[config.mk]
export PLATFORM = sky130hd
export DESIGN_NAME = fsp_top
export DESIGN_NICKNAME = d
export VERILOG_FILES = /design/src/pkg/fsp_pkg.sv /design/src/rtl/fsp_range_check.sv /design/src/rtl/fsp_top.sv
export SDC_FILE = /design/constraint.sdc
export NUM_CORES = 1
export LEC_CHECK = 0
export BUFFER_PORTS_ARGS = -buffer_cell sky130_fd_sc_hd__buf_2
export CAP_MARGIN = 10
export CORE_MARGIN = 2
export CORE_UTILIZATION = 45
export DETAILED_ROUTE_END_ITERATION = 8
export GPL_ROUTABILITY_DRIVEN = 0
export PLACE_DENSITY = 0.86
export SYNTH_ARGS = -nofsm -noshare
export SYNTH_HDL_FRONTEND = slang
export SYNTH_HIERARCHICAL = 1
export SYNTH_SLANG_ARGS = --single-unit
export TNS_END_PERCENT = 100
[constraint.sdc]
create_clock -name i_mclk -period 4.8 [get_ports i_mclk]
set_input_delay 0.48 -clock i_mclk [delete_from_list [all_inputs] [get_ports i_mclk]]
set_output_delay 0.48 -clock i_mclk [all_outputs]
set_load 0.01 [all_outputs]
[src/pkg/fsp_pkg.sv]
package fsp_pkg;

  localparam logic [15:0] NV_ADDR_BLK0 = 16'hFF0D;
  localparam logic [15:0] NV_ADDR_BLK1 = 16'hFF0C;
  localparam logic [7:0] PROT_RESET = 8'hFF;

  localparam int POLARITY_BIT = 7;
  localparam int RNV_BIT = 6;
  localparam int HDIS_BIT = 5;
  localparam int HSIZE_LSB = 3;
  localparam int LDIS_BIT = 2;
  localparam int LSIZE_LSB = 0;

  localparam logic [7:0] REG_PROT = 8'h00;
  localparam logic [7:0] REG_CFG = 8'h04;
  localparam logic [7:0] REG_STAT = 8'h08;
  localparam logic [7:0] REG_MASK = 8'h0C;

  localparam logic [1:0] RESP_OKAY = 2'h0;
  localparam logic [1:0] RESP_SLVERR = 2'h2;

  localparam logic [1:0] OP_PROG = 2'h0;
  localparam logic [1:0] OP_SECT = 2'h1;
  localparam logic [1:0] OP_MASS = 2'h2;

  localparam logic [15:0] HI_BASE [4] = '{16'hF800, 16'hF000, 16'hE000, 16'hC000};
  localparam logic [15:0] HI_TOP = 16'hFFFF;
  localparam logic [15:0] HI_PG_BASE [4] = '{16'hC800, 16'hC000, 16'hB000, 16'h8000};
  localparam logic [15:0] HI_PG_TOP = 16'hCFFF;
  localparam logic [15:0] LO_BASE = 16'h4000;
  localparam logic [15:0] LO_TOP [4] = '{16'h43FF, 16'h47FF, 16'h4FFF, 16'h5FFF};
  localparam logic [15:0] LO_PG_BASE = 16'h8000;
  localparam logic [15:0] LO_PG_TOP [4] = '{16'h83FF, 16'h87FF, 16'h8FFF, 16'h9FFF};

  // Row is the present scenario, bit j set means scenario j may follow.
  localparam logic [7:0] SCEN_ALLOWED [8] = '{8'h0F, 8'h0A, 8'h0C, 8'h08,
                                              8'h18, 8'h3C, 8'h5A, 8'hFF};

  typedef enum logic [1:0] {
    ST_LD0 = 2'b00,
    ST_LD1 = 2'b01,
    ST_LD2 = 2'b10,
    ST_RUN = 2'b11
  } fsp_state_t;

  function automatic logic [2:0] fsp_scen(input logic [7:0] p);
    return {p[POLARITY_BIT], p[HDIS_BIT], p[LDIS_BIT]};
  endfunction

endpackage

[src/rtl/fsp_range_check.sv]
`timescale 1ns/10ps
module fsp_range_check (
  input wire logic [7:0] i_prot,
  input wire logic [15:0] i_addr,
  input wire logic i_paged,
  output logic o_hit,
  output logic o_any
);

  logic [1:0] hsz;
  logic [1:0] lsz;
  logic h_en;
  logic l_en;
  logic in_hi;
  logic in_lo;
  logic in_en;

  always_comb begin
    hsz = i_prot[fsp_pkg::HSIZE_LSB +: 2];
    lsz = i_prot[fsp_pkg::LSIZE_LSB +: 2];
    h_en = !i_prot[fsp_pkg::HDIS_BIT];
    l_en = !i_prot[fsp_pkg::LDIS_BIT];
    if (i_paged) begin
      in_hi = (i_addr >= fsp_pkg::HI_PG_BASE[hsz]) && (i_addr <= fsp_pkg::HI_PG_TOP);
      in_lo = (i_addr >= fsp_pkg::LO_PG_BASE) && (i_addr <= fsp_pkg::LO_PG_TOP[lsz]);
    end else begin
      in_hi = (i_addr >= fsp_pkg::HI_BASE[hsz]) && (i_addr <= fsp_pkg::HI_TOP);
      in_lo = (i_addr >= fsp_pkg::LO_BASE) && (i_addr <= fsp_pkg::LO_TOP[lsz]);
    end
    in_en = (h_en && in_hi) || (l_en && in_lo);
    if (i_prot[fsp_pkg::POLARITY_BIT]) begin
      o_hit = in_en;
      o_any = h_en || l_en;
    end else begin
      // Enabled ranges never span the whole block, so something stays locked.
      o_hit = !in_en;
      o_any = 1'b1;
    end
  end

endmodule

[src/rtl/fsp_top.sv]
`timescale 1ns/10ps
module fsp_top #(
  parameter int AW = 8
) (
  input wire logic i_mclk,
  input wire logic i_rstn,
  input wire logic [AW-1:0] i_awaddr,
  input wire logic i_awvalid,
  output logic o_awready,
  input wire logic [31:0] i_wdata,
  input wire logic [3:0] i_wstrb,
  input wire logic i_wvalid,
  output logic o_wready,
  output logic [1:0] o_bresp,
  output logic o_bvalid,
  input wire logic i_bready,
  input wire logic [AW-1:0] i_araddr,
  input wire logic i_arvalid,
  output logic o_arready,
  output logic [31:0] o_rdata,
  output logic [1:0] o_rresp,
  output logic o_rvalid,
  input wire logic i_rready,
  output logic [15:0] o_nv_addr,
  output logic o_nv_rd,
  input wire logic [7:0] i_nv_data,
  input wire logic i_cmd_valid,
  input wire logic i_cmd_blk,
  input wire logic [1:0] i_cmd_op,
  input wire logic [15:0] i_cmd_addr,
  input wire logic i_cmd_paged,
  output logic o_cmd_ready,
  output logic o_cmd_launch,
  output logic o_cmd_reject,
  output logic o_irq
);

  typedef struct packed {
    fsp_pkg::fsp_state_t state;
    logic [1:0][7:0] prot;
    logic block_select;
    logic [1:0] stat;
    logic [1:0] mask;
    logic [15:0] nv_addr;
    logic nv_rd;
    logic aw_got;
    logic [AW-1:0] aw_addr;
    logic w_got;
    logic [7:0] w_data;
    logic w_lane0;
    logic awready;
    logic wready;
    logic bvalid;
    logic [1:0] bresp;
    logic arready;
    logic rvalid;
    logic [1:0] rresp;
    logic [7:0] rdata;
    logic launch;
    logic reject;
    logic cmd_ready;
    logic irq;
  } fsp_regs_t;

  fsp_regs_t st_r;
  fsp_regs_t st_nxt;

  logic [1:0] hit_v;
  logic [1:0] any_v;
  logic [7:0] prot_cur;
  logic [7:0] prot_cand;
  logic prot_wr_ok;
  logic [7:0] wsel;
  logic [7:0] rsel;
  logic cmd_hit;
  logic [2:0] scen_cur;
  logic [2:0] scen_cand;
  logic stat_wr;

  genvar b;
  generate
    for (b = 0; b < 2; b++) begin : g_blk
      fsp_range_check u_rc (
        .i_prot(st_r.prot[b]),
        .i_addr(i_cmd_addr),
        .i_paged(i_cmd_paged),
        .o_hit(hit_v[b]),
        .o_any(any_v[b])
      );
    end
  endgenerate

  assign wsel = {st_r.aw_addr[7:2], 2'b00};
  assign rsel = {i_araddr[7:2], 2'b00};
  assign prot_cur = st_r.prot[st_r.block_select];
  assign stat_wr = st_r.aw_got && st_r.w_got && !st_r.bvalid && st_r.w_lane0 &&
                   (wsel == fsp_pkg::REG_STAT);

  always_comb begin
    prot_cand = st_r.w_data;
    prot_cand[fsp_pkg::RNV_BIT] = prot_cur[fsp_pkg::RNV_BIT];
    if (!prot_cur[fsp_pkg::HDIS_BIT]) begin
      prot_cand[fsp_pkg::HSIZE_LSB +: 2] = prot_cur[fsp_pkg::HSIZE_LSB +: 2];
    end
    if (!prot_cur[fsp_pkg::LDIS_BIT]) begin
      prot_cand[fsp_pkg::LSIZE_LSB +: 2] = prot_cur[fsp_pkg::LSIZE_LSB +: 2];
    end
  end

  // Scenario table lookup: row is the present scenario.
  assign scen_cur = fsp_pkg::fsp_scen(prot_cur);
  assign scen_cand = fsp_pkg::fsp_scen(prot_cand);
  assign prot_wr_ok = fsp_pkg::SCEN_ALLOWED[scen_cur][scen_cand];

  assign cmd_hit = (i_cmd_op == fsp_pkg::OP_MASS) ? any_v[i_cmd_blk] : hit_v[i_cmd_blk];

  always_comb begin
    logic [1:0] set_v;
    logic [1:0] clr_v;
    set_v = 2'h0;
    clr_v = 2'h0;
    st_nxt = st_r;
    st_nxt.launch = 1'b0;
    st_nxt.reject = 1'b0;

    // The load walk presents each address for one cycle and captures the
    // byte at the end of that same cycle, while the address is still on the pins.
    case (st_r.state)
      fsp_pkg::ST_LD0: begin
        st_nxt.nv_addr = fsp_pkg::NV_ADDR_BLK0;
        st_nxt.nv_rd = 1'b1;
        st_nxt.state = fsp_pkg::ST_LD1;
      end
      fsp_pkg::ST_LD1: begin
        st_nxt.prot[0] = i_nv_data;
        st_nxt.nv_addr = fsp_pkg::NV_ADDR_BLK1;
        st_nxt.state = fsp_pkg::ST_LD2;
      end
      fsp_pkg::ST_LD2: begin
        st_nxt.prot[1] = i_nv_data;
        st_nxt.nv_rd = 1'b0;
        st_nxt.state = fsp_pkg::ST_RUN;
      end
      fsp_pkg::ST_RUN: begin
        st_nxt.state = fsp_pkg::ST_RUN;
      end
      default: begin
        st_nxt.state = fsp_pkg::ST_LD0;
      end
    endcase

    if (i_awvalid && st_r.awready) begin
      st_nxt.aw_got = 1'b1;
      st_nxt.aw_addr = i_awaddr;
    end
    if (i_wvalid && st_r.wready) begin
      st_nxt.w_got = 1'b1;
      st_nxt.w_data = i_wdata[7:0];
      st_nxt.w_lane0 = i_wstrb[0];
    end
    if (st_r.bvalid && i_bready) begin
      st_nxt.bvalid = 1'b0;
    end

    if (st_r.aw_got && st_r.w_got && !st_r.bvalid) begin
      st_nxt.aw_got = 1'b0;
      st_nxt.w_got = 1'b0;
      st_nxt.bvalid = 1'b1;
      st_nxt.bresp = fsp_pkg::RESP_OKAY;
      case (wsel)
        fsp_pkg::REG_PROT: begin
          if (st_r.w_lane0 && st_r.state == fsp_pkg::ST_RUN && prot_wr_ok) begin
            st_nxt.prot[st_r.block_select] = prot_cand;
          end
        end
        fsp_pkg::REG_CFG: begin
          if (st_r.w_lane0) begin
            st_nxt.block_select = st_r.w_data[0];
          end
        end
        fsp_pkg::REG_STAT: begin
          if (st_r.w_lane0) begin
            clr_v = st_r.w_data[1:0];
          end
        end
        fsp_pkg::REG_MASK: begin
          if (st_r.w_lane0) begin
            st_nxt.mask = st_r.w_data[1:0];
          end
        end
        default: begin
          st_nxt.bresp = fsp_pkg::RESP_SLVERR;
        end
      endcase
    end
    st_nxt.awready = !st_nxt.aw_got && !st_nxt.bvalid;
    st_nxt.wready = !st_nxt.w_got && !st_nxt.bvalid;

    if (i_arvalid && st_r.arready) begin
      st_nxt.rvalid = 1'b1;
      st_nxt.rresp = fsp_pkg::RESP_OKAY;
      case (rsel)
        fsp_pkg::REG_PROT: st_nxt.rdata = prot_cur;
        fsp_pkg::REG_CFG: st_nxt.rdata = {7'h00, st_r.block_select};
        fsp_pkg::REG_STAT: st_nxt.rdata = {6'h00, st_r.stat};
        fsp_pkg::REG_MASK: st_nxt.rdata = {6'h00, st_r.mask};
        default: begin
          st_nxt.rdata = 8'h00;
          st_nxt.rresp = fsp_pkg::RESP_SLVERR;
        end
      endcase
    end else if (st_r.rvalid && i_rready) begin
      st_nxt.rvalid = 1'b0;
    end
    st_nxt.arready = !st_nxt.rvalid;

    // A set flag for the block also holds off every launch there.
    if (i_cmd_valid && st_r.state == fsp_pkg::ST_RUN) begin
      if (cmd_hit) begin
        set_v[i_cmd_blk] = 1'b1;
        st_nxt.reject = 1'b1;
      end else if (st_r.stat[i_cmd_blk]) begin
        st_nxt.reject = 1'b1;
      end else begin
        st_nxt.launch = 1'b1;
      end
    end

    st_nxt.stat = (st_r.stat & ~clr_v) | set_v;
    st_nxt.cmd_ready = (st_nxt.state == fsp_pkg::ST_RUN);
    st_nxt.irq = |(st_nxt.stat & st_nxt.mask);
  end

  always_ff @(posedge i_mclk or negedge i_rstn) begin
    if (!i_rstn) begin
      st_r <= '0;
      st_r.prot <= {2{fsp_pkg::PROT_RESET}};
    end else begin
      st_r <= st_nxt;
    end
  end

  assign o_awready = st_r.awready;
  assign o_wready = st_r.wready;
  assign o_bresp = st_r.bresp;
  assign o_bvalid = st_r.bvalid;
  assign o_arready = st_r.arready;
  assign o_rdata = {24'h000000, st_r.rdata};
  assign o_rresp = st_r.rresp;
  assign o_rvalid = st_r.rvalid;
  assign o_nv_addr = st_r.nv_addr;
  assign o_nv_rd = st_r.nv_rd;
  assign o_cmd_ready = st_r.cmd_ready;
  assign o_cmd_launch = st_r.launch;
  assign o_cmd_reject = st_r.reject;
  assign o_irq = st_r.irq;

  chk_load_seq: assert property (
    @(posedge i_mclk) disable iff (!i_rstn)
    (st_r.state == fsp_pkg::ST_LD1) |->
      (o_nv_addr == 16'hFF0D) ##1 (o_nv_addr == 16'hFF0C) && (st_r.prot[0] == $past(i_nv_data)))
    else $error("Reset load of block 0 went wrong.");

  chk_rnv_stable: assert property (
    @(posedge i_mclk) disable iff (!i_rstn)
    (st_r.state == fsp_pkg::ST_RUN) |=>
      $stable(st_r.prot[0][6]) && $stable(st_r.prot[1][6]))
    else $error("Reserved bit changed after load.");

  chk_viol_set: assert property (
    @(posedge i_mclk) disable iff (!i_rstn)
    (i_cmd_valid && o_cmd_ready && i_cmd_op != fsp_pkg::OP_MASS && hit_v[i_cmd_blk]) |=>
      o_cmd_reject && !o_cmd_launch && st_r.stat[$past(i_cmd_blk)])
    else $error("Protected command was not flagged.");

  chk_mass_refuse: assert property (
    @(posedge i_mclk) disable iff (!i_rstn)
    (i_cmd_valid && o_cmd_ready && i_cmd_op == fsp_pkg::OP_MASS && any_v[i_cmd_blk]) |=>
      o_cmd_reject && st_r.stat[$past(i_cmd_blk)] && !o_cmd_launch ##1
      (!o_cmd_launch || $past(i_cmd_valid)))
    else $error("Mass erase launched over protected sectors.");

  chk_flag_set_wins: assert property (
    @(posedge i_mclk) disable iff (!i_rstn)
    (i_cmd_valid && o_cmd_ready && cmd_hit) |=>
      st_r.stat[$past(i_cmd_blk)] && o_cmd_reject)
    else $error("Refused command left its flag clear.");

  chk_stat_sticky: assert property (
    @(posedge i_mclk) disable iff (!i_rstn)
    !stat_wr |=> (($past(st_r.stat) & ~st_r.stat) == 2'h0))
    else $error("Violation flag dropped without a clear.");

  chk_hsize_lock: assert property (
    @(posedge i_mclk) disable iff (!i_rstn)
    (st_r.state == fsp_pkg::ST_RUN && !st_r.prot[0][5]) |=> $stable(st_r.prot[0][4:3]))
    else $error("High size changed while high range enabled.");

  chk_lsize_lock: assert property (
    @(posedge i_mclk) disable iff (!i_rstn)
    (st_r.state == fsp_pkg::ST_RUN && !st_r.prot[1][2]) |=> $stable(st_r.prot[1][1:0]))
    else $error("Low size changed while low range enabled.");

  chk_hsize_lock1: assert property (
    @(posedge i_mclk) disable iff (!i_rstn)
    (st_r.state == fsp_pkg::ST_RUN && !st_r.prot[1][5]) |=> $stable(st_r.prot[1][4:3]))
    else $error("High size of block 1 changed while enabled.");

  chk_lsize_lock0: assert property (
    @(posedge i_mclk) disable iff (!i_rstn)
    (st_r.state == fsp_pkg::ST_RUN && !st_r.prot[0][2]) |=> $stable(st_r.prot[0][1:0]))
    else $error("Low size of block 0 changed while enabled.");

  chk_scen_legal: assert property (
    @(posedge i_mclk) disable iff (!i_rstn)
    (st_r.state == fsp_pkg::ST_RUN && st_nxt.prot[0] != st_r.prot[0]) |->
      fsp_pkg::SCEN_ALLOWED[fsp_pkg::fsp_scen(st_r.prot[0])][fsp_pkg::fsp_scen(st_nxt.prot[0])])
    else $error("Illegal protection scenario transition.");

  chk_scen_legal1: assert property (
    @(posedge i_mclk) disable iff (!i_rstn)
    (st_r.state == fsp_pkg::ST_RUN && st_nxt.prot[1] != st_r.prot[1]) |->
      fsp_pkg::SCEN_ALLOWED[fsp_pkg::fsp_scen(st_r.prot[1])][fsp_pkg::fsp_scen(st_nxt.prot[1])])
    else $error("Illegal scenario transition in block 1.");

  chk_free_launch: assert property (
    @(posedge i_mclk) disable iff (!i_rstn)
    (i_cmd_valid && o_cmd_ready && !cmd_hit && !st_r.stat[i_cmd_blk]) |=>
      o_cmd_launch && !o_cmd_reject)
    else $error("Unprotected command was not launched.");

  chk_irq_level: assert property (
    @(posedge i_mclk) disable iff (!i_rstn)
    ##1 (o_irq == |($past(st_nxt.stat) & $past(st_nxt.mask))))
    else $error("Interrupt does not follow status and mask.");

endmodule

==> out/results.ini <==
[run_status]
status=completed

[route]
viasPerCell=5.35
drc=0
drtIter0Drc=114
drtPass1Iterations=4
vias=3072
detail-route-antenna-nets=0
wirelength_mm=8.56
wl_per_cell_um=14.9

[floorplanning]
die_h_um=99.3
rows=34
start_util_pct=46.7
die_area_um2=9870
pin_count=150
coreArea_um2=8760
die_w_um=99.3

[power]
leakage_nw=2.07
intPower_mw=1.24
p_switching_mw=0.675
sw_frac_of_total_pct=35.3
power.density_nw_per_um2=419
share_seq_of_total_power_pct=42.6
irDropWorstVdd_uv=285
pwr-share-clk_pct=26.5
combPwrFrac_pct=30.9

[sta]
finalClockSkew_ns=0.00847
setup_viol=0
relSlewSlack_pct=29.7
slew_viol_final=0
final_min_period_over_clock_period_pct=60.7
hold_viol_final=0
fmax_mhz=343
setup_tns_ns=0
period_minus_slack_ns=2.91
rsz0062_at_grt=false
tightest_slew_ns=1.05

[critical_path]
crit_chain=nor2_1 -> ha_1 -> nor4b_2 -> nand3_1 -> o211a_1 -> o2111ai_2 -> xnor2_1 -> mux4_2 -> nand2b_1 -> o2bb2ai_1 -> a22o_1
slowest_delay_ns=0.63
cp-end-kind=flip-flop
worst_ep_arrival_time_ns=3.15
cp_num_buf_inv=0
critPathKind=flip-flop to flip-flop
slowest_stage=dfstp_2
rrSetupSlack_ns=1.89
start_kind=flip-flop
crit_fanout=8
cpLargestDelayFamily=compound AO/OA/AOI/OAI gates
crit_required_ns=5.03

[final_layout]
fillers=789
n_antenna_cell=0
utilization_pct=52.1
nets=569
layout.area.seq_um2=1550
drive_gt1_share_pct=35.2
syn2layout_area_growth_pct=11.6
multi_input_area_um2=2170

[clock_tree]
cts_tree=done
htreeDepth=3
postCtsSetupRepairBufs=0
clockRootBuffer=clkbuf_8
cts_resized=0
clock_latency_ns=0.35
cts_made_buffers=9
clock_path_buffers=2
cts.clk_slew.worst_paths_ns=0.07
clock_sinks=61
holdBufCountCts=0

[grt]
grt_overflow=0
antenna_found_initial=0
grt_pass1_vias=2980
grt_max_degree=62
grt_use_total_pct=17.9
grt_pass1_wl_mm=14.1

[synthesis]
synth.avg_cell_area_um2=10.5
ys_async_sr_fraction_pct=100
synth_top_family_by_area=simple AND/OR/NAND/NOR gates
syn_area_um2=4090
synth_xor_area_share_pct=0.428
synthTopCellsByArea=dfrtp_1, dfstp_2, mux2i_1, buf_4, ha_1
synth_top_area_cell=dfrtp_1
synth_cell_type_count=55
synth_edf_count=0
synthMuxAreaShare_pct=16.9
synth_fa_ha_area_share_pct=6.12
yosysWarnings=6
synth_compound_gate_area_share_pct=9.05
netlist_instances=391
synthFlopType=dfrtp_1
synth_top_area_share_pct=27.5
synthSimpleGateAreaFrac_pct=17.7
ys_seq_elements=61
ys_seq_area_share_pct=37.8

[run]
max_cap_violations=0

[placed_design]
hpwl_mm=6.60
port-buffer-count=86

[worst_hold_path]
hold_path.class=input port to async pin

==> final cells by class <==
class	instances	share of cell area, %
multi-input combinational	288	47.5
tap	108	2.96
clock buffer	9	2.71
clock inverter	7	2.17
sequential	61	33.9
timing repair buffer	87	9.60
inverter	14	1.15
==> power by group through the flow <==
| stage | Clock (mW) | Combinational (mW) | Sequential [mW] |
|---|---|---|---|
| after floorplan | 0 | 0.477 | 0.770 |
| after global placement | 0 | 0.555 | 0.807 |
| after detailed placement | 0 | 0.592 | 0.819 |
| after CTS | 0.521 | 0.595 | 0.809 |
| after global routing | 0.544 | 0.663 | 0.830 |
| final | 0.506 | 0.592 | 0.815 |
==> through the flow <==
stage / std cells / instance area, µm² / worst slack (ns) / power [mW] / hold WS [ns]
2_1_floorplan: 421 / 4200 / 2.18 / 1.25 / 0.184
3_3_place_gp: 558 / 4340 / 1.93 / 1.36 / 0.456
3_5_place_dp: 558 / 4340 / 1.91 / 1.41 / 0.462
4_1_cts: 574 / 4560 / 1.89 / 1.92 / 0.305
5_1_grt: 574 / 4560 / 1.65 / 2.04 / 0.346
6_report: 574 / 4560 / 1.89 / 1.91 / 0.291
==> synth_stat cells (3+ instances only) <==
cell type,count
o21ai_0,10
nand2_1,34
o211ai_1,4
buf_6,3
ha_1,20
dfstp_2,16
a21oi_1,9
o21ai_1,3
nand4_1,9
a21o_1,6
or3_1,3
nor4_1,3
and2_1,3
nor2b_1,9
mux2i_1,39
buf_4,52
nand2b_1,9
inv_1,14
clkbuf_1,3
nor4_2,5
nand3_1,12
nor2_1,14
o22ai_1,3
mux2_2,21
dfrtp_1,45
==> cell usage in the layout (no fill, tap or decap), types with 2 or more instances in the layout <==
cell       instances
buf_2             86
dfrtp_1           45
mux2i_1           39
nand2_1           34
conb_1            31
mux2_2            21
ha_1              20
dfstp_2           16
inv_1             14
nor2_1            14
nand3_1           12
o21ai_0           10
nor2b_1            9
a21oi_1            9
nand4_1            9
nand2b_1           9
clkbuf_8           9
a21o_1             6
nor4_2             5
o211ai_1           4
o22ai_1            3
o21ai_1            3
and2_1             3
nor4_1             3
or3_1              3
mux2_4             2
nor3b_1            2
o2111a_1           2
nor3_1             2
and4_1             2
or2_2              2
bufinv_16          2
clkinv_4           2
nor4b_2            2
o211a_1            2
o2111ai_1          2
nand3b_1           2
o2111ai_2          2
xnor2_1            2
==> logic make-up (layout without fill, tap and decap cells) <==
kind of cell | after synthesis | count (layout)
XOR/XNOR | 2 | 2
flip-flops | 61 | 61
multiplexers | 64 | 64
adder cells (fa/ha/maj) | 20 | 20
AND/OR/NAND/NOR | 120 | 120
other | 1 | 31
AO/OA/AOI/OAI | 51 | 51
buffers and inverters | 72 | 117
==> path summary, 6_finish.rpt <==
path	from	end	depth (start not counted)
setup / recovery	st_r[74]$_DFF_PN1_	o_irq$_DFF_PN0_	11
hold / removal	i_rstn	o_cmd_ready$_DFF_PN0_	2
setup reg to reg	st_r[74]$_DFF_PN1_	o_irq$_DFF_PN0_	11
hold reg to reg	o_rdata[2]$_DFFE_PN0P_	o_rdata[2]$_DFFE_PN0P_	2
max in group asynchronous	i_rstn	st_r[78]$_DFF_PN0_	2
min in group i_mclk	i_rready	o_rvalid$_DFF_PN0_	2
==> layer usage <==
| metal | wire length, µm | global-route usage [%] | vias up | share of wire [%] |
|---|---|---|---|---|
| met5 | 0 | 0 | - | 0 |
| met4 | 184 | 6.95 | 0 | 2.2 |
| li1 | - | - | 1468 | - |
| met2 | 4260 | 30.6 | 116 | 50 |
| met1 | 3590 | 21.6 | 1468 | 42 |
| met3 | 520 | 4.78 | 20 | 6.1 |
==> registers in the layout, summed over array words and instances, names as in the netlist, 2 cells and up <==
signal / cells
o_nv_addr: 2
prot_cand: 3
o_rdata: 8
st_r: 36
Power figures use the tool's default switching activity.
